[src/ssr_defines.vh]
`ifndef SSR_DEFINES_VH
`define SSR_DEFINES_VH

// =====================================================
// register byte offsets
`define SSR_OPER_COND   8'h00
`define SSR_OPER_PTR    8'h04
`define SSR_OPER_NTR    8'h08
`define SSR_OPER_EVENT  8'h0C
`define SSR_OPER_ENABLE 8'h10
`define SSR_QUES_COND   8'h14
`define SSR_QUES_PTR    8'h18
`define SSR_QUES_NTR    8'h1C
`define SSR_QUES_EVENT  8'h20
`define SSR_QUES_ENABLE 8'h24
`define SSR_STD_ENABLE  8'h28
`define SSR_STD_EVENT   8'h2C
`define SSR_SRQ_ENABLE  8'h30
`define SSR_STB_QUERY   8'h34
`define SSR_STB_POLL    8'h38
`define SSR_CLEAR_CMD   8'h3C
`define SSR_OPC_CMD     8'h40
`define SSR_PSC_FLAG    8'h44
`define SSR_PRESET_CMD  8'h48

// =====================================================
// field positions
`define SSR_W           16
`define SSR_MASK        16'h7FFF
`define SSR_SB_ERRQ     2
`define SSR_SB_QUES     3
`define SSR_SB_MAV      4
`define SSR_SB_STD      5
`define SSR_SB_RQS      6
`define SSR_SB_OPER     7
`define SSR_STD_OPC     0

// =====================================================
// reset and preset values
`define SSR_PTR_PRESET  15'h7FFF
`define SSR_NTR_PRESET  15'h0000
`define SSR_EN_PRESET   15'h0000
`define SSR_PSC_RESET   1'b1

`endif

[src/ssr_group.v]
`timescale 1ns/1ps
// =====================================================
// one condition / filter / event / enable group
module ssr_group (
  input  wire        pclk,
  input  wire        presetn,
  input  wire [14:0] cond_in,
  input  wire        wr_ptr,
  input  wire        wr_ntr,
  input  wire        wr_en,
  input  wire [15:0] wdata,
  input  wire        preset,
  input  wire        en_clear,
  input  wire [15:0] ev_clear,
  output wire [15:0] cond,
  output wire [15:0] ptr,
  output wire [15:0] ntr,
  output wire [15:0] event_bits,
  output wire [15:0] enable,
  output wire        summary
);
`include "ssr_defines.vh"

  reg  [14:0] cond_reg;
  reg  [14:0] ptr_reg;
  reg  [14:0] ntr_reg;
  reg  [14:0] event_reg;
  reg  [14:0] enable_reg;
  wire [14:0] hit;

  // =====================================================
  // per-bit transition filtering
  genvar i;
  generate
    for (i = 0; i < 15; i = i + 1) begin : g_bit
      assign hit[i] = (ptr_reg[i] & cond_in[i] & ~cond_reg[i]) |
                      (ntr_reg[i] & ~cond_in[i] & cond_reg[i]);
    end
  endgenerate

  always @(posedge pclk or negedge presetn) begin
    if (!presetn) begin
      cond_reg   <= 15'h0000;
      ptr_reg    <= `SSR_PTR_PRESET;
      ntr_reg    <= `SSR_NTR_PRESET;
      event_reg  <= 15'h0000;
      enable_reg <= `SSR_EN_PRESET;
    end else begin
      cond_reg  <= cond_in;
      // set wins over a read or clear in the same cycle
      event_reg <= (event_reg & ~ev_clear[14:0]) | hit;
      if (preset) begin
        ptr_reg    <= `SSR_PTR_PRESET;
        ntr_reg    <= `SSR_NTR_PRESET;
        enable_reg <= `SSR_EN_PRESET;
      end else begin
        if (wr_ptr)
          ptr_reg <= wdata[14:0];
        if (wr_ntr)
          ntr_reg <= wdata[14:0];
        if (en_clear)
          enable_reg <= 15'h0000;
        else if (wr_en)
          enable_reg <= wdata[14:0];
      end
    end
  end

  assign cond       = {1'b0, cond_reg};
  assign ptr        = {1'b0, ptr_reg};
  assign ntr        = {1'b0, ntr_reg};
  assign event_bits = {1'b0, event_reg};
  assign enable     = {1'b0, enable_reg};
  assign summary    = |(event_reg & enable_reg);

endmodule // ssr_group

[src/ssr_status.v]
`timescale 1ns/1ps
// =====================================================
// status reporting and service request block, apb slave
module ssr_status (
  input  wire        pclk,
  input  wire        presetn,
  input  wire        psel,
  input  wire        penable,
  input  wire        pwrite,
  input  wire [7:0]  paddr,
  input  wire [31:0] pwdata,
  output wire        pready,
  output reg  [31:0] prdata,
  output reg         pslverr,
  input  wire [14:0] oper_cond_in,
  input  wire [14:0] ques_cond_in,
  input  wire [14:0] std_event_in,
  input  wire        err_queue_nonempty,
  input  wire        msg_available,
  input  wire        cmds_idle,
  input  wire        power_restart,
  output reg         err_queue_clear,
  output wire        srq,
  output wire        request_service_summary
);
`include "ssr_defines.vh"

  // =====================================================
  // bus decode
  wire        setup  = psel & ~penable;
  wire        access = psel & penable;
  wire        opc_q  = ~pwrite & (paddr == `SSR_OPC_CMD);
  // completion query stalls the bus until all commands finish
  assign pready = ~(access & opc_q & ~cmds_idle);
  wire        done   = access & pready;
  wire        wr     = done & pwrite;
  wire        rd     = done & ~pwrite;
  wire [15:0] wd     = pwdata[15:0] & `SSR_MASK;

  // =====================================================
  // per-register strobes, for 16 of the 19 mapped offsets (none for the two condition registers or the status query)
  reg         wr_oper_ptr;
  reg         wr_oper_ntr;
  reg         wr_oper_en;
  reg         wr_ques_ptr;
  reg         wr_ques_ntr;
  reg         wr_ques_en;
  reg         wr_std_en;
  reg         wr_sre;
  reg         wr_cls;
  reg         wr_opc;
  reg         wr_psc;
  reg         wr_preset;
  reg         rd_oper_ev;
  reg         rd_ques_ev;
  reg         rd_std_ev;
  reg         rd_poll;

  always @* begin
    wr_oper_ptr = 1'b0;
    wr_oper_ntr = 1'b0;
    wr_oper_en  = 1'b0;
    wr_ques_ptr = 1'b0;
    wr_ques_ntr = 1'b0;
    wr_ques_en  = 1'b0;
    wr_std_en   = 1'b0;
    wr_sre      = 1'b0;
    wr_cls      = 1'b0;
    wr_opc      = 1'b0;
    wr_psc      = 1'b0;
    wr_preset   = 1'b0;
    rd_oper_ev  = 1'b0;
    rd_ques_ev  = 1'b0;
    rd_std_ev   = 1'b0;
    rd_poll     = 1'b0;
    case (paddr)
      `SSR_OPER_PTR:    wr_oper_ptr = wr;
      `SSR_OPER_NTR:    wr_oper_ntr = wr;
      `SSR_OPER_EVENT:  rd_oper_ev  = rd;
      `SSR_OPER_ENABLE: wr_oper_en  = wr;
      `SSR_QUES_PTR:    wr_ques_ptr = wr;
      `SSR_QUES_NTR:    wr_ques_ntr = wr;
      `SSR_QUES_EVENT:  rd_ques_ev  = rd;
      `SSR_QUES_ENABLE: wr_ques_en  = wr;
      `SSR_STD_ENABLE:  wr_std_en   = wr;
      `SSR_STD_EVENT:   rd_std_ev   = rd;
      `SSR_SRQ_ENABLE:  wr_sre      = wr;
      `SSR_STB_POLL:    rd_poll     = rd;
      `SSR_CLEAR_CMD:   wr_cls      = wr;
      `SSR_OPC_CMD:     wr_opc      = wr;
      `SSR_PSC_FLAG:    wr_psc      = wr;
      `SSR_PRESET_CMD:  wr_preset   = wr;
      default:          wr_cls      = 1'b0;
    endcase
  end

  // =====================================================
  // registers
  reg  [14:0] std_event_reg;
  reg  [14:0] std_enable_reg;
  reg  [7:0]  sre_reg;
  reg         psc_flag_reg;
  reg         opc_armed_reg;
  reg         pending_reg;
  reg  [7:0]  enabled_prev_reg;

  wire [15:0] oper_cond;
  wire [15:0] oper_ptr;
  wire [15:0] oper_ntr;
  wire [15:0] oper_event;
  wire [15:0] oper_enable;
  wire        oper_sum;
  wire [15:0] ques_cond;
  wire [15:0] ques_ptr;
  wire [15:0] ques_ntr;
  wire [15:0] ques_event;
  wire [15:0] ques_enable;
  wire        ques_sum;

  // enables cleared at restart only when the flag asks for it
  wire en_clear = power_restart & psc_flag_reg;

  // only bits captured by the read are cleared, so new events survive
  wire [15:0] oper_clr = wr_cls ? `SSR_MASK :
                         (rd_oper_ev ? prdata[15:0] : 16'h0000);
  wire [15:0] ques_clr = wr_cls ? `SSR_MASK :
                         (rd_ques_ev ? prdata[15:0] : 16'h0000);

  ssr_group u_oper (
    .pclk       (pclk),
    .presetn    (presetn),
    .cond_in    (oper_cond_in),
    .wr_ptr     (wr_oper_ptr),
    .wr_ntr     (wr_oper_ntr),
    .wr_en      (wr_oper_en),
    .wdata      (wd),
    .preset     (wr_preset),
    .en_clear   (en_clear),
    .ev_clear   (oper_clr),
    .cond       (oper_cond),
    .ptr        (oper_ptr),
    .ntr        (oper_ntr),
    .event_bits (oper_event),
    .enable     (oper_enable),
    .summary    (oper_sum)
  );

  ssr_group u_ques (
    .pclk       (pclk),
    .presetn    (presetn),
    .cond_in    (ques_cond_in),
    .wr_ptr     (wr_ques_ptr),
    .wr_ntr     (wr_ques_ntr),
    .wr_en      (wr_ques_en),
    .wdata      (wd),
    .preset     (wr_preset),
    .en_clear   (en_clear),
    .ev_clear   (ques_clr),
    .cond       (ques_cond),
    .ptr        (ques_ptr),
    .ntr        (ques_ntr),
    .event_bits (ques_event),
    .enable     (ques_enable),
    .summary    (ques_sum)
  );

  // =====================================================
  // status byte
  wire std_sum = |(std_event_reg & std_enable_reg);
  wire [7:0] stb_base;
  assign stb_base[1:0]          = 2'b00;
  assign stb_base[`SSR_SB_ERRQ] = err_queue_nonempty;
  assign stb_base[`SSR_SB_QUES] = ques_sum;
  assign stb_base[`SSR_SB_MAV]  = msg_available;
  assign stb_base[`SSR_SB_STD]  = std_sum;
  assign stb_base[`SSR_SB_RQS]  = 1'b0;
  assign stb_base[`SSR_SB_OPER] = oper_sum;

  wire [7:0] enabled     = stb_base & sre_reg;
  wire       master_summary_flag = |enabled;
  wire [7:0] stb_query   = stb_base | {1'b0, master_summary_flag, 6'b000000};
  wire [7:0] stb_poll    = stb_base | {1'b0, pending_reg, 6'b000000};
  // a request starts on a newly enabled reason only
  wire       new_reason  = |(enabled & ~enabled_prev_reg);

  // =====================================================
  // service request state
  localparam [0:0] REQ_IDLE    = 1'b0;
  localparam [0:0] REQ_PENDING = 1'b1;

  // a poll clears only a request its own captured byte reported;
  // one started after the setup cycle stays pending
  wire       poll_clear = rd_poll & prdata[`SSR_SB_RQS];
  reg  [0:0] pending_next;

  always @* begin
    pending_next = pending_reg;
    case (pending_reg)
      REQ_IDLE: begin
        if (new_reason)
          pending_next = REQ_PENDING;
      end
      REQ_PENDING: begin
        if (poll_clear)
          pending_next = REQ_IDLE;
      end
      default: pending_next = REQ_IDLE;
    endcase
  end

  always @(posedge pclk or negedge presetn) begin
    if (!presetn) begin
      pending_reg      <= REQ_IDLE;
      enabled_prev_reg <= 8'h00;
    end else begin
      pending_reg      <= pending_next;
      enabled_prev_reg <= enabled;
    end
  end

  assign srq                     = pending_reg;
  assign request_service_summary = pending_reg;

  // =====================================================
  // standard event group and common commands
  wire [14:0] std_clr = wr_cls ? 15'h7FFF : (rd_std_ev ? prdata[14:0] : 15'h0000);
  wire        opc_hit = opc_armed_reg & cmds_idle;
  wire [14:0] std_set = std_event_in | {14'h0000, opc_hit};

  always @(posedge pclk or negedge presetn) begin
    if (!presetn) begin
      std_event_reg   <= 15'h0000;
      std_enable_reg  <= 15'h0000;
      sre_reg         <= 8'h00;
      psc_flag_reg    <= `SSR_PSC_RESET;
      opc_armed_reg   <= 1'b0;
      err_queue_clear <= 1'b0;
    end else begin
      std_event_reg   <= (std_event_reg & ~std_clr) | std_set;
      err_queue_clear <= wr_cls;
      if (wr_opc)
        opc_armed_reg <= 1'b1;
      else if (opc_hit)
        opc_armed_reg <= 1'b0;
      if (wr_psc)
        psc_flag_reg <= wd[0];
      if (en_clear) begin
        std_enable_reg <= 15'h0000;
        sre_reg        <= 8'h00;
      end else begin
        if (wr_std_en)
          std_enable_reg <= wd[14:0];
        // bit 6 cannot be enabled
        if (wr_sre)
          sre_reg <= wd[7:0] & 8'hBF;
      end
    end
  end

  // =====================================================
  // read data, captured in the setup cycle
  reg [15:0] rd_mux;
  reg        rd_err;
  always @* begin
    rd_mux = 16'h0000;
    rd_err = 1'b0;
    case (paddr)
      `SSR_OPER_COND:   rd_mux = oper_cond;
      `SSR_OPER_PTR:    rd_mux = oper_ptr;
      `SSR_OPER_NTR:    rd_mux = oper_ntr;
      `SSR_OPER_EVENT:  rd_mux = oper_event;
      `SSR_OPER_ENABLE: rd_mux = oper_enable;
      `SSR_QUES_COND:   rd_mux = ques_cond;
      `SSR_QUES_PTR:    rd_mux = ques_ptr;
      `SSR_QUES_NTR:    rd_mux = ques_ntr;
      `SSR_QUES_EVENT:  rd_mux = ques_event;
      `SSR_QUES_ENABLE: rd_mux = ques_enable;
      `SSR_STD_ENABLE:  rd_mux = {1'b0, std_enable_reg};
      `SSR_STD_EVENT:   rd_mux = {1'b0, std_event_reg};
      `SSR_SRQ_ENABLE:  rd_mux = {8'h00, sre_reg};
      `SSR_STB_QUERY:   rd_mux = {8'h00, stb_query};
      `SSR_STB_POLL:    rd_mux = {8'h00, stb_poll};
      `SSR_CLEAR_CMD:   rd_mux = 16'h0000;
      `SSR_OPC_CMD:     rd_mux = 16'h0001;
      `SSR_PSC_FLAG:    rd_mux = {15'h0000, psc_flag_reg};
      `SSR_PRESET_CMD:  rd_mux = 16'h0000;
      default:          rd_err = 1'b1;
    endcase
  end

  // data and error stand from the setup cycle to the end of the access
  always @(posedge pclk or negedge presetn) begin
    if (!presetn) begin
      prdata  <= 32'h00000000;
      pslverr <= 1'b0;
    end else if (setup) begin
      prdata  <= pwrite ? 32'h00000000 : {16'h0000, rd_mux};
      pslverr <= rd_err;
    end
  end

endmodule // ssr_status

[config.mk]
export PLATFORM = sky130hd
export DESIGN_NAME = ssr_status
export DESIGN_NICKNAME = d
export VERILOG_FILES = /design/src/ssr_group.v /design/src/ssr_status.v
export VERILOG_INCLUDE_DIRS = /design/src
export SDC_FILE = /design/constraint.sdc
export NUM_CORES = 1
export LEC_CHECK = 0
export BUFFER_PORTS_ARGS = -buffer_cell sky130_fd_sc_hd__buf_2
export CORE_AREA = 10 10 137 164
export DETAILED_ROUTE_END_ITERATION = 16
export DIE_AREA = 0 0 147 174
export HOLD_SLACK_MARGIN = 0.06
export PLACE_DENSITY_LB_ADDON = 0.15
export SKIP_CTS_REPAIR_TIMING = 1
export SYNTH_ARGS = -nofsm -noshare
export SYNTH_HDL_FRONTEND = slang
export SYNTH_SLANG_ARGS = --single-unit
[constraint.sdc]
create_clock -name pclk -period 2.45 [get_ports pclk]
set_clock_uncertainty 0.05 [all_clocks]
set_input_delay 0.1225 -clock pclk [delete_from_list [all_inputs] [get_ports pclk]]
set_output_delay 0.1225 -clock pclk [all_outputs]
set_load 0.05 [all_outputs]
# Word-level counts from Yosys, hierarchy flattened
# Cells that the tools add are included.
# totals
reg_bits	217
out_inout_bits	37
input_bits	94
# classes
reduce_logical	16
bitwise	244
mux	48
n_eq_ne	18
# ops
cell	count
$mux 15	23
$pmux 15 s17	1
$and 1x1->1	131
$and 15x15->15	6
$not 1->1	65
$eq 8x6->1 const B	8
$not 15->15	3
$or 15x15->15	3
$reduce_or 15->1	3
$eq 8x5->1 const B	4
$or 1x1->1	30
$eq 8x7->1 const B	3
$mux 1	21
$reduce_or 19->1	1
$and 8x8->8	2
$eq 8x4->1 const B	2
$mux 8	2
$or 8x7->8	2
$reduce_or 8->1	2
$or 15x1->15	1
$reduce_bool 2->1	7
$eq 8x3->1 const B	1
$logic_not 8->1	1
$not 8->8	1
other kinds (2)	3

# Longest topological paths before layout
# Gate-level depths: netlist of the first run.
# depth
word_depth	13
ltp_mapped	9
depth_no_buf	6

# Hierarchy
# Synthesis of the first run repeated with hierarchy kept, for this count alone.
# hier_totals
hier_cells	1178
hier_area_um2	11244.5
# modules_own_cells
mod	n_inst	seq_area_each_um2	cells_per_inst	area_each_um2
ssr_group	2	1895.6	268	3141.8
ssr_status	1	1577.8	642	4961.0

# Worst setup path before layout of the first run
# No wires, ideal clock.
# synth_timing
path_type	input-to-reg
from	input port paddr[0]
to	register u_ques.enable_reg[10]
setup_time_ps	121
path_slack_ps	621
arrival_ps	1658
required_time_ps	2279
path_stages	9
path_cell_list	buf_4 > or2_1 > buf_2 > or3_1 > buf_2 > o21ai_2 > a21oi_2 > buf_6 > a22o_1
# synth_between
elab_chain_cells	9
word_cells_on_any_way	13
cone_classes	3 x eq/ne; 3 x mux; 6 x bitwise; 1 x reduce/logical
# synth_rtl
item	line_no	source
start: declaration	ssr_status.v:10	input wire [7:0] paddr,
$eq 8x7->1	--	
$and 1x1->1	ssr_status.v:32	wire opc_q = ~pwrite & (paddr == `SSR_OPC_CMD);
$and 1x1->1 (2 in a row)	ssr_status.v:34	assign pready = ~(access & opc_q & ~cmds_idle);
$not 1->1	ssr_status.v:34	
$and 1x1->1	ssr_status.v:35	wire done = access & pready;
$and 1x1->1	ssr_status.v:36	wire wr = done & pwrite;
$mux 1	ssr_status.v:76	case (paddr)
$reduce_bool 3->1 (no source line) or $mux 15 (tied branches)	--	
end signal: assignment	ssr_group.v:47	enable_reg <= `SSR_EN_PRESET;
end signal: assignment	ssr_group.v:55	enable_reg <= `SSR_EN_PRESET;
end signal: assignment	ssr_group.v:64	enable_reg <= wdata[14:0];
end: declaration	ssr_group.v:28	reg [14:0] enable_reg;
# Several ways; a longest one is shown, not always the timed one.
# A chain may end at the register's enable or synchronous reset.

# Final worst setup path of the first run
# layout_timing
from	input port paddr[4]
to	register std_event_reg[0]
# layout_between
elab_chain_cells	13
word_cells_on_any_way	17
cone_classes	3 x eq/ne; 4 x mux; 10 x bitwise
# layout_rtl
item	line_no	source
$eq 8x7->1	--	
$and 1x1->1	ssr_status.v:32	
$and 1x1->1 (2 in a row)	ssr_status.v:34	
$not 1->1	ssr_status.v:34	
$and 1x1->1	ssr_status.v:35	
$and 1x1->1	ssr_status.v:37	wire rd = done & ~pwrite;
$mux 1	ssr_status.v:76	
$mux 15	ssr_status.v:226	wire [14:0] std_clr = wr_cls ? 15'h7FFF : (rd_std_ev ? prdata[14:0] : 15'h0000);
$mux 15 (*)	ssr_status.v:226	
$not 15->15 (*)	ssr_status.v:239	std_event_reg <= (std_event_reg & ~std_clr) | std_set;
$and 15x15->15 (*)	ssr_status.v:239	
$or 15x15->15 (*)	ssr_status.v:239	
end signal: assignment	ssr_status.v:239	
end: declaration	ssr_status.v:99	reg [14:0] std_event_reg;
# Every way passes the cells marked *; elsewhere a longest branch is shown, timed or not.

==> summary.md, run 1 <==
| Metric | Value |
|---|---|
| CP Max Fanout | 34 |
| Cell area after layout | 12,900 sq um |
| Worst-Margin Slew | 656 ps |
| Most frequent cell after synthesis | nand2_1 |
| Post-synth ARST share | 100% |
| Synth Register Bits | about 210 |
| Synth warnings | 0 |
| Status | complete, no violations |
| Max frequency | between 400 and 500 MHz |
| Die Height | around 170 um |
| Leakage | 5.51 nW |
| First-pass DRT Iterations | 6 |
| Post-Layout Cell Count | 1,491 |
| Sw Share | 25.8% |
| Synth Area in Adders | 0% |
| Combinational power share | 10.6% |
| Final min period | between 2000 and 2500 ps |
| Vias in the first global route | about 9,600 |
| Ys flop type | dfrtp_1 |
| Area contributors post-synth | dfrtp_1 43%, dfstp_2 7.8%, nand2_1 7.0% |
| DIE WIDTH | between 100 and 150 um |
| Vias per cell | 6.63 |
| CTS sink cnt | around 210 |
| Drt total wl | 40.0 mm |
| Pwr Density | 632 nW/um^2 |
| Syn avg cell area | 10.3 sq um |
| Setup CP Type | input pin to flop |
| Yosys cell types | 69 |
| Flop2flop setup slack | around 250 ps |
| Clock power share | 43.4% |
| Hpwl dp | 27.8 mm |
| Main combinational cell family by area after synthesis | compound AO/OA/AOI/OAI gates |
| Worst-Skew Late Latency | between 500 and 600 ps |
| Mapped Area | 10,400 sq um |
| Fill cells | approximately 1,600 |
| RSZ-0062 raised after global routing | no |
| Mux cell area share after synthesis | 5.46% |
| DR vias | 9,888 |
| Cell-internal power | 0.00607 W |
| Post-synthesis simple-gate area fraction | 14.3% |
| Routed Antenna Nets | 0 |
| Placed insts | between 1,000 and 1,500 |
| Gate count of the mapped netlist | slightly above 1,000 |
| Placed instance area | between 10,000 and 15,000 sq um |
| Cell taking the most area after synthesis | dfrtp_1 |
| Max Used Layer | met5 |
| Reg-to-Reg Start | std_event_reg[7]$_DFF_PN0_ |
| Max_cap viols | 0 |
| Max H-tree Level | 1 |
| CTS tree | done |
| Met2 wire len | 18.1 mm |
| Flop pwr share | between 40% and 50% |
| Total Power | 0.00818 W |
| Largest net degree at the start of global routing | 66 |
| Met3 Wirelength | 4.79 mm |
| Metal-1 WL | 15.0 mm |
| Worst VDD drop | 0.000585 V |
| GRT overflow | 0 |
| DRC viols | 0 |
| Die outline area | 25,600 sq um |
| CP endpoint kind | flop |
| Period utilization | 90.9% |
| Synth top area share | 43.5% |
| Fraction of layout cells with a size suffix above 1 | 26.0% |
| Worst-path clk slew | 60 ps |
| Antenna violations before repair | 2 |
| Post-synth EDFFs | 0 |
| CTS root buf | clkbuf_16 |
| Net count, final | between 1,000 and 1,500 |
| HP Class | input pin to asynchronous set/reset pin |
| Ports | 131 |
| Synth Area in Compound Gates | 24.2% |
| Total GRT Usage | 30.1% |
| WP data required | 2850 ps |
| Sequential fraction of the synthesis area | about half |
| Setup crit start | paddr[4] |
| WP data arrival | 2620 ps |
| First-pass GRT wire length | 59.8 mm |
| Setup TNS | 0 ps |
| Initial DRC count | 1,395 |
| Core Area | 19,300 sq um |
| Initial Util | 54.1% |
| IO Port Bufs | 96 |
| Max-slew violation count | 0 |
| Post-synthesis xor/xnor area fraction | 0% |
| WL per Instance | 26.8 um |
| Num CTS Buffers | 23 |
| Synth cell count leaders | 193 x nand2_1, 181 x dfrtp_1, 50 x a22oi_1 |
| NetSw | around 0.0021 W |
| Max Buffers Root-to-Sink | 3 |
| Slew Limit Headroom | 56.1% |
| GPL Wtd Cong | 1.08 |
| Setup-failing EPs final | 0 |
| Std-Cell Rows | 56 |
| Area growth syn-to-layout | 24.1% |
| Worst setup SP type | input pin |
| Hold Fails Final Rpt | 0 |
[kinds of logic (layout without fill, tap and decap cells)]
family / Yosys count / in the layout
AOI/OAI and AO/OA: 345 / 345
DFF: 212 / 212
muxes: 48 / 48
buffers and inverters: 90 / 289
other: 1 / 18
and+or+nand+nor: 318 / 318
[layer usage]
| layer | GRT usage, % | vias to the layer above |
|---|---|---|
| met4 | 14.4 | 2 |
| met2 | 45.7 | 707 |
| met3 | 8.26 | 151 |
| met5 | 0 | - |
| li1 | - | 4169 |
| met1 | 39.1 | 4859 |
[cell usage in the layout (no fill, tap or decap), drive strengths merged, types with 33 or more instances in the layout]
cell type	instances
nor2	47
a22oi	50
buf	173
clkbuf	33
dfrtp	181
a22o	47
nand2	195
a31o	44
o22ai	41
dlygate4sd3	65
o21ai	72
[area by class of cell]
class	count	area, sq um	share of cell area, %
antenna	1	2.50	0.0193
clock inverter	9	105	0.813
inverter	9	33.8	0.261
multi-input combinational	728	4650	36.0
clock buffer	33	663	5.13
sequential	212	5340	41.3
timing repair buffer	238	1810	14.0
tap	261	327	2.52
[worst paths after layout]
path	cells past startpoint	to
max	10	std_event_reg[0]$_DFF_PN0_
max in group asynchronous	3	u_oper.ptr_reg[1]$_DFFE_PN1P_
max reg2reg	6	request_service_summary$_DFF_PN0_
min in group pclk	5	pslverr$_DFFE_PN0P_
min	2	u_oper.cond_reg[3]$_DFF_PN0_
min reg2reg	2	pslverr$_DFFE_PN0P_
[critical path, stage by stage]
cell,delay (ps)
buf_2,130
buf_12,180
nor4b_2,370
nand2_1,210
o21ai_2,500
nor3_4,80
buf_4,210
a21oi_1,160
a211o_1,100
dlygate4sd3_1,540
[through the flow]
stage               hold WS (ps)  setup WS [ps]  util (%)
floorplan                   -223            621         -
global placement            30.4            226      59.7
detailed placement          25.6            217      59.7
CTS                         -515            311      63.7
global route                 110            127      67.1
finish                      54.9            222      67.1
[power groups by stage]
stage                     clock [W]  sequential [W]  combinational [W]
final                       0.00355         0.00376           0.000869
after floorplan                   0         0.00379           0.000432
after CTS                   0.00356         0.00375           0.000777
after detailed placement          0         0.00381           0.000773
after global routing        0.00372         0.00377           0.000927
after global placement            0         0.00381           0.000766
No activity file was read; power rests on OpenSTA's default activity.
==> inputs of run 2 (changes only) <==
--- a/config.mk
+++ b/config.mk
@@ -7,9 +7,10 @@
 export NUM_CORES = 1
 export LEC_CHECK = 0
 export BUFFER_PORTS_ARGS = -buffer_cell sky130_fd_sc_hd__buf_2
-export CORE_AREA = 10 10 137 164
+export CORE_AREA = 2 2 129 156
 export DETAILED_ROUTE_END_ITERATION = 16
-export DIE_AREA = 0 0 147 174
+export DIE_AREA = 0 0 131 158
+export GPL_TIMING_DRIVEN = 0
 export HOLD_SLACK_MARGIN = 0.06
 export PLACE_DENSITY_LB_ADDON = 0.15
 export SKIP_CTS_REPAIR_TIMING = 1
==> run 2 against run 1 <==
  * Cell count barely moved
  * Critical path depth decreased by 4
  * First-iteration DRC count is 3.2% lower
  * Hold slack improved by 18 ps
  * Largest power group unchanged
  * Sequential cell count did not move
  * Total power is essentially flat
  * Global-route usage rose by 12 points
  * Clock power shrank 1%
  * Core utilization shrank 0.90 points
  * Routed wire length grew 7.5%
  * The run now ends with negative setup slack left
==> summary.md, run 2 (synthesized netlist as in run 1, its figures left out) <==
| Metric | Value |
|---|---|
| GRT overflow | 0 (unchanged) |
| Pre-CTS setup slack | -849 ps (-1070 ps) |
| RSZ-0062 raised after global routing | no |
| Drt total wl | 43.0 mm (+7.5%) |
| Routed Antenna Nets | 0 (unchanged) |
| DRC viols | 0 (unchanged) |
| Antenna violations before repair | 1 (-1) |
| Area growth syn-to-layout | 22.5% |
| Slew Limit Headroom | 25.4% (-31 points) |
| Final core utilization | 66.2% (-0.90 points) |
| Worst VDD drop | 0.000572 V (-2.3%) |
| First-pass DRT Iterations | 6 (unchanged) |
| Core Area | 19,300 sq um (unchanged) |
| Initial DRC count | 1,351 (-3.2%) |
| Worst-Margin Slew | 1120 ps (+463 ps) |
| Pwr Density | 641 nW/um^2 (+1.3%) |
| # diodes | 0 (-1) |
| CP Max Fanout | 3 (-91%) |
| Worst-path clk slew | 70 ps (about the same) |
| Cell-internal power | 0.00606 W (-0.24%) |
| Fraction of layout cells with a size suffix above 1 | 24.8% (-1.3 points) |
| Flop2flop setup slack | -10 ps (-260 ps) |
| Vias per cell | 6.65 (+0.35%) |
| First-pass GRT wire length | 61.4 mm (+2.8%) |
| Flop pwr share | 46.0% (about the same) |
| Largest net degree at the start of global routing | 81 (+23%) |
| Reg-to-Reg Start | u_ques.event_reg[12]$_DFF_PN0_ |
| Commonest non-fill, non-tap cell in the layout | nand2_1 |
| Sw Share | 25.9% (+0.14 points) |
| Worst setup SP type | flop |
| Worst-Skew Late Latency | 520 ps (about the same) |
| GPL Wtd Cong | 1.11 (+2.9%) |
| Vias in the first global route | 9,383 (-2.5%) |
| DIE WIDTH | 131 um (-11%) |
| Die Height | 158 um (-9.2%) |
| Combinational power share | 11.0% (+0.4 points) |
| Final WS setup | -9.78 ps (-232 ps) |
| HP Class | input pin to asynchronous set/reset pin |
| Final min period | 2460 ps (+232 ps) |
| Crit path max-delay cell type | a222oi_1 |
| CTS sink cnt | 212 (unchanged) |
| Cell Chain, Critical Path | a222oi_1 -> nand3_1 -> nor2_1 -> nor2b_1 -> o311ai_1 -> a32oi_1 |
| Max Buffers Root-to-Sink | 3 (unchanged) |
| NetSw | 0.00212 W (+0.47%) |
| CTS tree | done |
| CP endpoint kind | flop |
| Hold_ws | 72.5 ps (+17.6 ps) |
| WL per Instance | 28.8 um (+7.4%) |
| Std-Cell Rows | 56 (unchanged) |
| Hpwl dp | 29.2 mm (+4.9%) |
| Failing checks | negative setup slack |
| Period utilization | 100% (+9.5 points) |
| Hold Fails Final Rpt | 0 (unchanged) |
| Cell area after layout | 12,800 sq um (-1.3%) |
| Initial Util | 54.1% (unchanged) |
| Clock power share | 42.9% (-0.5 points) |
| Leakage | 5.43 nW (-1.5%) |
| R2R Path End | prdata[6]$_DFFE_PN0P_ |
| Net count, final | 1,309 (+0.23%) |
| Max_cap viols | 0 (unchanged) |
| Total GRT Usage | 41.9% (+12 points) |
| Status | finished, violations left |
| Most frequent cells in the layout | 193 x nand2_1, 181 x dfrtp_1, 128 x buf_2 |
| Max frequency | 407 MHz (-9.4%) |
| Worst path max stage delay | 650 ps (+110 ps) |
| Max-slew violation count | 0 (unchanged) |
| Num CTS Buffers | 22 (-4.3%) |
| Placed instance area | 11,300 sq um (-1.5%) |
| DR vias | 9,929 (+0.41%) |
| WP data required | 2780 ps (-70 ps) |
| IO Port Bufs | 93 (-3.1%) |
| Max H-tree Level | 1 (unchanged) |
| Setup TNS | -9.78 ps (-9.78 ps) |
| Setup CP Type | flop to flop |
| Die outline area | 20,700 sq um (-19%) |
| WP data arrival | 2790 ps (+170 ps) |
| Worst R2R Path Depth | 6 (unchanged) |
| Ports | 131 (unchanged) |
| Setup-failing EPs final | 1 (+1) |
| CTS root buf | clkbuf_16 |
## run 2: changes by cell type in the layout (fill, tap and decap cells not counted), moves of 2 or more
cell,change
buf_12,-7
buf_16,+2
clkbuf_2,+2
clkbuf_1,+16
buf_2,+33
buf_1,+2
buf_4,-44
buf_6,+2
## run 2: how the worst max path moves through the flow
stage | from | end | slack [ps] | depth (start not counted)
floorplan | paddr[0] | u_ques.enable_reg[10]$_DFFE_PN0P_ | 620 | 9
global placement | presetn | u_ques.cond_reg[12]$_DFF_PN0_ | -2410 | 1
detailed placement | paddr[2] | u_oper.event_reg[1]$_DFF_PN0_ | -850 | 8
CTS | paddr[2] | u_oper.event_reg[1]$_DFF_PN0_ | -290 | 8
global route | std_enable_reg[10]$_DFFE_PN0P_ | request_service_summary$_DFF_PN0_ | 3 | 6
finish | u_ques.event_reg[12]$_DFF_PN0_ | prdata[6]$_DFFE_PN0P_ | -10 | 6
## run 2: routing by layer
layer  up-vias  part of all wire [%]  GRT usage, %
met2       799                    43          61.2
met3       224                    13          13.9
met5         -                 0.016             0
met4         2                   7.7          25.5
li1       4157                     -             -
met1      4747                    36          53.7
## run 2: critical path, delay by kind of cell (launching register included)
family | cells | cell delay [ps]
AO/OA/AOI/OAI | 3 | 1270
AND/OR/NAND/NOR | 3 | 550
flip-flops | 1 | 460
## run 2: final cells by class
type                            count  area, sq um
Sequential cell                   212         5340
Timing Repair Buffer              161         1190
Fill cell                        1543         6510
Buffer                             81          457
Clock buffer                       34          667
Multi-Input combinational cell    728         4670
Inverter                            9         33.8
Clock inverter                      6         80.1
Tap cell                          261          327
## run 2: through the flow
| stage | instances | power [W] |
|---|---|---|
| 4_1_cts | 1426 | 0.00806 |
| 3_5_place_dp | 1386 | 0.00461 |
| 6_report | 1492 | 0.00817 |
| 3_3_place_gp | 1384 | 0.00459 |
| 5_1_grt | 1492 | 0.00838 |
| 2_1_floorplan | 1030 | 0.00423 |
## run 2: power groups by stage
| stage | Clock (W) | Sequential, W | Combinational (W) |
|---|---|---|---|
| after floorplan | 0 | 0.00379 | 0.000432 |
| after global placement | 0 | 0.00381 | 0.000771 |
| after detailed placement | 0 | 0.00382 | 0.000793 |
| after CTS | 0.00351 | 0.00375 | 0.000795 |
| after global routing | 0.00366 | 0.00377 | 0.000958 |
| final | 0.00351 | 0.00376 | 0.000901 |
